===== config.mk =====
export PLATFORM = sky130hd
export DESIGN_NAME = io_port_change_notify
export DESIGN_NICKNAME = d
export VERILOG_FILES = /design/src/design/gpio_cn_pkg.sv /design/src/design/io_port_change_notify.sv /design/src/design/pin_sync.sv
export SDC_FILE = /design/constraint.sdc
export NUM_CORES = 1
export LEC_CHECK = 0
export BUFFER_PORTS_ARGS = -buffer_cell sky130_fd_sc_hd__buf_2
export CAP_MARGIN = 20
export CORE_UTILIZATION = 45
export DETAILED_ROUTE_END_ITERATION = 8
export PLACE_DENSITY_LB_ADDON = 0.15
export SLEW_MARGIN = 30
export SYNTH_ARGS = -nofsm -noshare
export SYNTH_HDL_FRONTEND = slang
export SYNTH_SLANG_ARGS = --single-unit

===== constraint.sdc =====
create_clock -name clk -period 12.7 [get_ports clk]
set_input_delay 2.54 -clock clk [delete_from_list [all_inputs] [get_ports clk]]
set_output_delay 2.54 -clock clk [all_outputs]
set_load 0.005 [all_outputs]

===== src/design/gpio_cn_pkg.sv =====
// constants for the i/o port with change notification
// Contract
// - direction one makes input, zero output
// - reset sets every pin to input
// - latch read returns latch, write stores latch
// - pin read returns pins, write hits latch
// - open drain pulls low, releases high
// - analog select resets to all ones
// - output still driven while analog selected
// - analog input pins read as zero
// - change detection works without a clock gate
// - every pin has its own notify enable
// - mismatch mode: positive enable arms any change
// - edge mode: negative falling, positive rising
// - mismatch status: changed since last pin read
// - edge flag records detected edge per pin
// - per pin weak pull-up and pull-down enables
// - clear, set, invert aliases at 4, 8, C
package gpio_cn_pkg;
  localparam int        NPINS          = 16;
  localparam int        ADDR_W         = 8;
  localparam int        DATA_W         = 32;
  // register index lives in addr[7:4], alias op in addr[3:2]
  localparam logic [3:0] IDX_ANALOG     = 4'h0;
  localparam logic [3:0] IDX_DIRECTION  = 4'h1;
  localparam logic [3:0] IDX_PIN_VALUE  = 4'h2;
  localparam logic [3:0] IDX_LATCH      = 4'h3;
  localparam logic [3:0] IDX_OPEN_DRAIN = 4'h4;
  localparam logic [3:0] IDX_PULLUP     = 4'h5;
  localparam logic [3:0] IDX_PULLDOWN   = 4'h6;
  localparam logic [3:0] IDX_CN_CTRL    = 4'h7;
  localparam logic [3:0] IDX_POS_EN     = 4'h8;
  localparam logic [3:0] IDX_STATUS     = 4'h9;
  localparam logic [3:0] IDX_NEG_EN     = 4'hA;
  localparam logic [3:0] IDX_EDGE_FLAG  = 4'hB;
  localparam logic [1:0] OP_WRITE       = 2'h0;
  localparam logic [1:0] OP_CLR         = 2'h1;
  localparam logic [1:0] OP_SET         = 2'h2;
  localparam logic [1:0] OP_INV         = 2'h3;
  localparam int        CN_ON_POS      = 15;
  localparam int        EDGE_MODE_POS  = 11;
  localparam logic [15:0] CN_CTRL_MASK   = 16'h8800;
  localparam logic [15:0] ANALOG_RESET   = 16'hFFFF;
  localparam logic [15:0] DIRECTION_RESET = 16'hFFFF;
  localparam logic [15:0] ZERO_RESET     = 16'h0000;
endpackage


===== src/design/io_port_change_notify.sv =====
// i/o port with direction, latch, open drain, analog select, pulls and change notification
`timescale 1ns/1ps
module io_port_change_notify (
  input  wire logic                              clk,
  input  wire logic                              sys_rst,
  input  wire logic [gpio_cn_pkg::ADDR_W-1:0]    addr,
  input  wire logic [gpio_cn_pkg::DATA_W-1:0]    wr_data,
  input  wire logic                              wr_en,
  input  wire logic                              rd_en,
  output logic      [gpio_cn_pkg::DATA_W-1:0]    rd_data,
  input  wire logic [gpio_cn_pkg::NPINS-1:0]     pin_in,
  output logic      [gpio_cn_pkg::NPINS-1:0]     pin_out,
  output logic      [gpio_cn_pkg::NPINS-1:0]     pin_oe,
  output logic      [gpio_cn_pkg::NPINS-1:0]     pullup_en,
  output logic      [gpio_cn_pkg::NPINS-1:0]     pulldown_en,
  output logic      [gpio_cn_pkg::NPINS-1:0]     analog_en,
  output logic                                   cn_irq
);
  typedef logic [gpio_cn_pkg::NPINS-1:0] pins_t;

  pins_t analog_select_reg;
  pins_t pin_direction_reg;
  pins_t output_latch_reg;
  pins_t open_drain_ctrl_reg;
  pins_t weak_pullup_enable_reg;
  pins_t weak_pulldown_enable_reg;
  pins_t change_notify_ctrl_reg;
  pins_t change_pos_enable_reg;
  pins_t change_neg_enable_reg;
  pins_t change_status_reg;
  pins_t change_edge_flag_reg;
  pins_t pin_level;
  pins_t level_prev;
  pins_t mismatch_ref;
  pins_t pin_value_reg;
  pins_t wdata16;
  pins_t next_rise;
  pins_t next_fall;
  pins_t next_mismatch;
  logic  cn_on;
  logic  edge_mode_select;
  logic  pin_value_read;

  // register index of an access
  function automatic logic [3:0] reg_index(input logic [gpio_cn_pkg::ADDR_W-1:0] a);
    reg_index = a[7:4];
  endfunction

  // alias operation of an access
  function automatic logic [1:0] reg_op(input logic [gpio_cn_pkg::ADDR_W-1:0] a);
    reg_op = a[3:2];
  endfunction

  // write strobe aimed at one register
  function automatic logic write_hit(input logic we, input logic [gpio_cn_pkg::ADDR_W-1:0] a,
                                     input logic [3:0] idx);
    write_hit = we && (reg_index(a) == idx);
  endfunction

  // plain, clear, set or invert update
  function automatic pins_t apply_op(input pins_t old, input pins_t wd, input logic [1:0] op);
    case (op)
      gpio_cn_pkg::OP_WRITE: apply_op = wd;
      gpio_cn_pkg::OP_CLR:   apply_op = old & ~wd;
      gpio_cn_pkg::OP_SET:   apply_op = old | wd;
      default:               apply_op = old ^ wd;
    endcase
  endfunction

  assign wdata16          = wr_data[gpio_cn_pkg::NPINS-1:0];
  assign cn_on            = change_notify_ctrl_reg[gpio_cn_pkg::CN_ON_POS];
  assign edge_mode_select = change_notify_ctrl_reg[gpio_cn_pkg::EDGE_MODE_POS];
  assign pin_value_read   = rd_en && (reg_index(addr) == gpio_cn_pkg::IDX_PIN_VALUE);

  pin_sync u_pin_sync (
    .clk       (clk),
    .sys_rst   (sys_rst),
    .pin_raw   (pin_in),
    .pin_level (pin_level)
  );

  // analog inputs read back as zero
  assign pin_value_reg = pin_level & ~(analog_select_reg & pin_direction_reg);

  // analog select
  always_ff @(posedge clk or posedge sys_rst) begin
    if (sys_rst) begin
      analog_select_reg <= gpio_cn_pkg::ANALOG_RESET;
    end else if (write_hit(wr_en, addr, gpio_cn_pkg::IDX_ANALOG)) begin
      analog_select_reg <= apply_op(analog_select_reg, wdata16, reg_op(addr));
    end
  end

  // direction
  always_ff @(posedge clk or posedge sys_rst) begin
    if (sys_rst) begin
      pin_direction_reg <= gpio_cn_pkg::DIRECTION_RESET;
    end else if (write_hit(wr_en, addr, gpio_cn_pkg::IDX_DIRECTION)) begin
      pin_direction_reg <= apply_op(pin_direction_reg, wdata16, reg_op(addr));
    end
  end

  // output latch, reached through latch and pin value addresses
  always_ff @(posedge clk or posedge sys_rst) begin
    if (sys_rst) begin
      output_latch_reg <= gpio_cn_pkg::ZERO_RESET;
    end else if (write_hit(wr_en, addr, gpio_cn_pkg::IDX_LATCH)) begin
      output_latch_reg <= apply_op(output_latch_reg, wdata16, reg_op(addr));
    end else if (write_hit(wr_en, addr, gpio_cn_pkg::IDX_PIN_VALUE)) begin
      output_latch_reg <= apply_op(output_latch_reg, wdata16, reg_op(addr));
    end
  end

  // open drain control
  always_ff @(posedge clk or posedge sys_rst) begin
    if (sys_rst) begin
      open_drain_ctrl_reg <= gpio_cn_pkg::ZERO_RESET;
    end else if (write_hit(wr_en, addr, gpio_cn_pkg::IDX_OPEN_DRAIN)) begin
      open_drain_ctrl_reg <= apply_op(open_drain_ctrl_reg, wdata16, reg_op(addr));
    end
  end

  // weak pull enables
  always_ff @(posedge clk or posedge sys_rst) begin
    if (sys_rst) begin
      weak_pullup_enable_reg   <= gpio_cn_pkg::ZERO_RESET;
      weak_pulldown_enable_reg <= gpio_cn_pkg::ZERO_RESET;
    end else begin
      if (write_hit(wr_en, addr, gpio_cn_pkg::IDX_PULLUP)) begin
        weak_pullup_enable_reg <= apply_op(weak_pullup_enable_reg, wdata16, reg_op(addr));
      end
      if (write_hit(wr_en, addr, gpio_cn_pkg::IDX_PULLDOWN)) begin
        weak_pulldown_enable_reg <= apply_op(weak_pulldown_enable_reg, wdata16, reg_op(addr));
      end
    end
  end

  // change notification control and enables
  always_ff @(posedge clk or posedge sys_rst) begin
    if (sys_rst) begin
      change_notify_ctrl_reg <= gpio_cn_pkg::ZERO_RESET;
      change_pos_enable_reg  <= gpio_cn_pkg::ZERO_RESET;
      change_neg_enable_reg  <= gpio_cn_pkg::ZERO_RESET;
    end else begin
      if (write_hit(wr_en, addr, gpio_cn_pkg::IDX_CN_CTRL)) begin
        change_notify_ctrl_reg <= apply_op(change_notify_ctrl_reg, wdata16, reg_op(addr))
                                  & gpio_cn_pkg::CN_CTRL_MASK;
      end
      if (write_hit(wr_en, addr, gpio_cn_pkg::IDX_POS_EN)) begin
        change_pos_enable_reg <= apply_op(change_pos_enable_reg, wdata16, reg_op(addr));
      end
      if (write_hit(wr_en, addr, gpio_cn_pkg::IDX_NEG_EN)) begin
        change_neg_enable_reg <= apply_op(change_neg_enable_reg, wdata16, reg_op(addr));
      end
    end
  end

  // previous level for edges, reference level refreshed by each pin value read
  always_ff @(posedge clk or posedge sys_rst) begin
    if (sys_rst) begin
      level_prev   <= gpio_cn_pkg::ZERO_RESET;
      mismatch_ref <= gpio_cn_pkg::ZERO_RESET;
    end else begin
      level_prev <= pin_level;
      if (pin_value_read) begin
        mismatch_ref <= pin_level;
      end
    end
  end

  // detection runs off synchronised levels with no sleep gating
  always_comb begin
    next_mismatch = gpio_cn_pkg::ZERO_RESET;
    next_rise     = gpio_cn_pkg::ZERO_RESET;
    next_fall     = gpio_cn_pkg::ZERO_RESET;
    if (cn_on) begin
      if (!edge_mode_select) begin
        next_mismatch = (pin_level ^ mismatch_ref) & change_pos_enable_reg;
      end else begin
        next_rise = pin_level & ~level_prev & change_pos_enable_reg;
        next_fall = ~pin_level & level_prev & change_neg_enable_reg;
      end
    end
  end

  // mismatch status: cleared by pin value read or software, detection wins over the software clear
  always_ff @(posedge clk or posedge sys_rst) begin
    if (sys_rst) begin
      change_status_reg <= gpio_cn_pkg::ZERO_RESET;
    end else begin
      if (write_hit(wr_en, addr, gpio_cn_pkg::IDX_STATUS)) begin
        change_status_reg <= apply_op(change_status_reg, wdata16, reg_op(addr)) | next_mismatch;
      end else if (pin_value_read) begin
        // the read reports the level now moved into the reference, so nothing is lost
        change_status_reg <= gpio_cn_pkg::ZERO_RESET;
      end else begin
        change_status_reg <= change_status_reg | next_mismatch;
      end
    end
  end

  // edge flag: cleared by software, detection wins
  always_ff @(posedge clk or posedge sys_rst) begin
    if (sys_rst) begin
      change_edge_flag_reg <= gpio_cn_pkg::ZERO_RESET;
    end else if (write_hit(wr_en, addr, gpio_cn_pkg::IDX_EDGE_FLAG)) begin
      change_edge_flag_reg <= apply_op(change_edge_flag_reg, wdata16, reg_op(addr))
                              | next_rise | next_fall;
    end else begin
      change_edge_flag_reg <= change_edge_flag_reg | next_rise | next_fall;
    end
  end

  // interrupt request
  always_ff @(posedge clk or posedge sys_rst) begin
    if (sys_rst) begin
      cn_irq <= 1'b0;
    end else begin
      cn_irq <= cn_on && (|(change_status_reg & change_pos_enable_reg)
                || |(change_edge_flag_reg & (change_pos_enable_reg | change_neg_enable_reg)));
    end
  end

  // pad drive
  always_ff @(posedge clk or posedge sys_rst) begin
    if (sys_rst) begin
      pin_out     <= gpio_cn_pkg::ZERO_RESET;
      pin_oe      <= gpio_cn_pkg::ZERO_RESET;
      pullup_en   <= gpio_cn_pkg::ZERO_RESET;
      pulldown_en <= gpio_cn_pkg::ZERO_RESET;
      analog_en   <= gpio_cn_pkg::ANALOG_RESET;
    end else begin
      pin_out     <= output_latch_reg & ~open_drain_ctrl_reg;
      // drive regardless of analog select; open drain releases on high
      pin_oe      <= ~pin_direction_reg & ~(open_drain_ctrl_reg & output_latch_reg);
      pullup_en   <= weak_pullup_enable_reg;
      pulldown_en <= weak_pulldown_enable_reg;
      analog_en   <= analog_select_reg;
    end
  end

  // read data valid in the cycle after the strobe only
  always_ff @(posedge clk or posedge sys_rst) begin
    if (sys_rst) begin
      rd_data <= '0;
    end else begin
      rd_data <= '0;
      if (rd_en) begin
        case (reg_index(addr))
          gpio_cn_pkg::IDX_ANALOG:     rd_data <= {16'h0000, analog_select_reg};
          gpio_cn_pkg::IDX_DIRECTION:  rd_data <= {16'h0000, pin_direction_reg};
          gpio_cn_pkg::IDX_PIN_VALUE:  rd_data <= {16'h0000, pin_value_reg};
          gpio_cn_pkg::IDX_LATCH:      rd_data <= {16'h0000, output_latch_reg};
          gpio_cn_pkg::IDX_OPEN_DRAIN: rd_data <= {16'h0000, open_drain_ctrl_reg};
          gpio_cn_pkg::IDX_PULLUP:     rd_data <= {16'h0000, weak_pullup_enable_reg};
          gpio_cn_pkg::IDX_PULLDOWN:   rd_data <= {16'h0000, weak_pulldown_enable_reg};
          gpio_cn_pkg::IDX_CN_CTRL:    rd_data <= {16'h0000, change_notify_ctrl_reg};
          gpio_cn_pkg::IDX_POS_EN:     rd_data <= {16'h0000, change_pos_enable_reg};
          gpio_cn_pkg::IDX_STATUS:     rd_data <= {16'h0000, change_status_reg};
          gpio_cn_pkg::IDX_NEG_EN:     rd_data <= {16'h0000, change_neg_enable_reg};
          gpio_cn_pkg::IDX_EDGE_FLAG:  rd_data <= {16'h0000, change_edge_flag_reg};
          default:                     rd_data <= '0;
        endcase
      end
    end
  end
endmodule // io_port_change_notify


===== src/design/pin_sync.sv =====
// three-stage pin synchroniser with agreement filter
`timescale 1ns/1ps
module pin_sync (
  input  wire logic                           clk,
  input  wire logic                           sys_rst,
  input  wire logic [gpio_cn_pkg::NPINS-1:0]  pin_raw,
  output logic      [gpio_cn_pkg::NPINS-1:0]  pin_level
);
  logic [gpio_cn_pkg::NPINS-1:0] stage1;
  logic [gpio_cn_pkg::NPINS-1:0] stage2;
  logic [gpio_cn_pkg::NPINS-1:0] stage3;

  genvar i;
  generate
    for (i = 0; i < gpio_cn_pkg::NPINS; i++) begin : g_pin
      always_ff @(posedge clk or posedge sys_rst) begin
        if (sys_rst) begin
          stage1[i]    <= 1'b0;
          stage2[i]    <= 1'b0;
          stage3[i]    <= 1'b0;
          pin_level[i] <= 1'b0;
        end else begin
          stage1[i] <= pin_raw[i];
          stage2[i] <= stage1[i];
          stage3[i] <= stage2[i];
          if (stage2[i] == stage3[i]) begin
            pin_level[i] <= stage3[i];
          end
        end
      end
    end
  endgenerate
endmodule // pin_sync


==> impl_metrics.tcl <==
set metrics [dict create \
    status "finished clean" \
    hold_class "flop to flop" \
    vdd_ir_drop_max_mv 0.0791 \
    synth_area_leaders "dfrtp_1 33%, ha_1 17%, dfstp_2 5.4%" \
    final_antenna_net_count 0 \
    period_needed_ns 5.19 \
    critPathArrivalTime_ns 5.68 \
    dp_hpwl_um 48600 \
    grt_pass1_vias 18400 \
    wl_per_cell_um 22.2 \
    dieHeight_um 229 \
    timing.hold.ws_ns 0.345 \
    final_net_count 2923 \
    final_cell_area_mm2 0.0257 \
    cts_buffers 42 \
    ys_types 69 \
    path_max_fanout 204 \
    grt_max_degree 205 \
    cp-start-kind "primary input" \
    post_cts_buffers 0 \
    multi_input_comb_area_mm2 0.0128 \
    yosys_most_used_dff "dfrtp_1" \
    io_pins 173 \
    p_int_mw 2.58 \
    cp-end-kind "flop" \
    cp.required_ns 13.18 \
    synth_edf_count 0 \
    cts_max_level 2 \
    period_share_pct 40.9 \
    hold_viol 0 \
    route.vias.total 18900 \
    setup_tns_ns 0 \
    fillers 4704 \
    rsz0062_at_grt "false" \
    r2r_start "pin_direction_reg[4]" \
    fin_skew_ns 0.0196 \
    cts.clk_slew.worst_paths_ns 0.06 \
    slew_viol_final 0 \
    drc 0 \
    dr.first_iter.drc_count 1689 \
    grt_antenna_before_repair 2 \
    post_cts_resized 0 \
    routed_wl_um 72100 \
    clockPowerShare_pct 33.2 \
    port_buffers 138 \
    core_mm2 0.0505 \
    grt-busiest-layer "met2" \
    insertion_delay_ns 0.58 \
    worstMarginPinSlew_ns 0.979 \
    switching_share_pct 34.8 \
    ctsHoldBuffers 0 \
    cts.sinks 355 \
    syn_area_mm2 0.0232 \
    die_area_mm2 0.0525 \
    grt_usage_pct 27.4 \
    pwr-share-seq_pct 42.6 \
    endpoint "change_pos_enable_reg[6]" \
    drive_above_1_share_pct 14.0 \
    place.gp.congestion 0.864 \
    clock_path_buffers 3 \
    async_flop_share_pct 100 \
    ys_warn_count 0 \
    power_mw 3.95 \
    via_per_inst 5.82 \
    place_area_mm2 0.0242 \
    gr-total-overflow 0 \
    cts_tree "done" \
    rr_worst_depth 4 \
    first_pass_iters 8 \
    p_comb_share_pct 24.1 \
    grtUsageMet1_pct 37.9 \
    r2r_slack_ns 10.88 \
    ys_ff_latch 355 \
    synth_top_cell_by_area "dfrtp_1" \
    leakagePower_nw 12.3 \
    power_switching_mw 1.37 \
    stdcell_count 3245 \
    r2r-end "rd_data[4]" \
    worstSetupPathType "primary input to flop" \
    start_util_pct 46.0 \
    regArea_mm2 0.00894 \
    syn2layout_area_growth_pct 10.9 \
    max-cap-violations 0 \
    dp.cells 3165 \
    seq_area_frac_synth_pct 38.5 \
    grt_pass1_wl_um 111000 \
    min-delay-start "u_pin_sync.stage1[13]" \
    cts_root_buf "clkbuf_16" \
    synth_top_area_share_pct 33.1 \
    netlist_instances 2491 \
    rows 82 \
    syn_area_per_cell_um2 9.32 \
    grt_util_met3_pct 4.38 \
    met2_usage_pct 42.3 \
    finalSetupViolCount 0 \
    fmax_mhz 192 \
    startpoint "addr[2]" \
    die_w_um 229 \
    powerDensity_mw_per_mm2 153 \
    slew_headroom_pct 34.7 \
]
==> power by group through the flow <==
stage                     clock network [mW]  registers [mW]  logic, mW
after CTS                               1.34            1.68      0.950
after global routing                    1.39            1.71       1.09
after global placement                     0            1.68      0.879
after floorplan                            0            1.57      0.649
final                                   1.31            1.68      0.954
after detailed placement                   0            1.70      0.944
==> critical path: stages <==
cell and delay, ns:
buf_8 0.52, buf_4 0.83, buf_12 0.54, nor2_2 0.34
nor3_1 0.31, a211oi_2 0.07, a21oi_1 0.17
==> through the flow <==
stage	setup slack (ns)	utilization [%]
after floorplan	0.391	-
after global placement	7.00	47.9
after detailed placement	6.83	47.9
after CTS	7.43	50.9
after global routing	7.19	51.0
final	7.51	51.0
==> logic make-up after synthesis <==
family | share of synthesized area [%]
xor+xnor | 0.604
flops | 38.5
buf+inv | 6.81
mux | 3.88
compound gates | 16.8
fa+ha+maj | 18.2
other cells | 0.0162
simple gates | 15.2
==> routing by layer <==
layer / part of all wire (%) / vias to the layer above / wire (µm)
met5: 0 / - / 0
met4: 4.1 / 0 / 2970
met3: 6.3 / 124 / 4580
met2: 45 / 633 / 32800
met1: 44 / 9418 / 31800
li1: - / 8711 / -
==> cell usage in the layout, fill, tap and decap left out, types with 48 or more instances in the layout <==
| cell | netlist | layout |
|---|---|---|
| nor2_1 | 79 | 76 |
| nor3_1 | 152 | 152 |
| nand2_1 | 209 | 209 |
| a211oi_1 | 66 | 66 |
| buf_2 | 46 | 136 |
| ha_1 | 324 | 324 |
| nor2b_1 | 152 | 151 |
| o21ai_0 | 249 | 249 |
| dfrtp_1 | 307 | 307 |
| dfstp_2 | 48 | 48 |
| a21oi_1 | 221 | 221 |
| inv_1 | 196 | 194 |
==> cell type report <==
class                   count  share of cell area, %
multi-input cells        1786                   49.7
flip-flops and latches    355                   34.7
clock buffers              59                   4.76
repair buffers            158                   3.66
well taps                 672                   3.27
inverters                 196                   2.89
clock inverters            18                   1.03
diodes                      1                0.00972
==> worst min path at each step <==
stage,to,slack [ns],cells past startpoint
after global routing,u_pin_sync.stage2[13],0.36,0
after detailed placement,u_pin_sync.stage2[7],0.33,0
final,u_pin_sync.stage2[13],0.34,0
after floorplan,u_pin_sync.stage2[0],0.33,0
after global placement,u_pin_sync.stage2[5],0.33,0
after CTS,u_pin_sync.stage2[9],0.35,0
==> synthesized netlist by cell type, types with 3 or more instances <==
library cell / count
a211oi_1: 66
a211oi_2: 14
a21boi_0: 4
a21o_1: 5
a21oi_1: 221
a222oi_1: 6
a22o_1: 10
a22oi_1: 32
a31oi_1: 15
a32oi_1: 7
a41oi_1: 3
and3_1: 20
and3b_1: 10
buf_2: 46
buf_4: 27
buf_6: 7
clkbuf_1: 88
dfrtp_1: 307
dfstp_2: 48
ha_1: 324
inv_1: 196
maj3_1: 16
mux2_2: 6
mux2_4: 14
mux2i_1: 24
mux4_2: 17
nand2_1: 209
nand2b_1: 4
nand3_1: 12
nand3b_1: 9
nand4_1: 5
nor2_1: 79
nor2_2: 15
nor2b_1: 152
nor3_1: 152
nor4b_4: 3
o21ai_0: 249
o22ai_1: 9
o31ai_1: 3
xor2_1: 16
No activity file was read; power rests on OpenSTA's default activity.
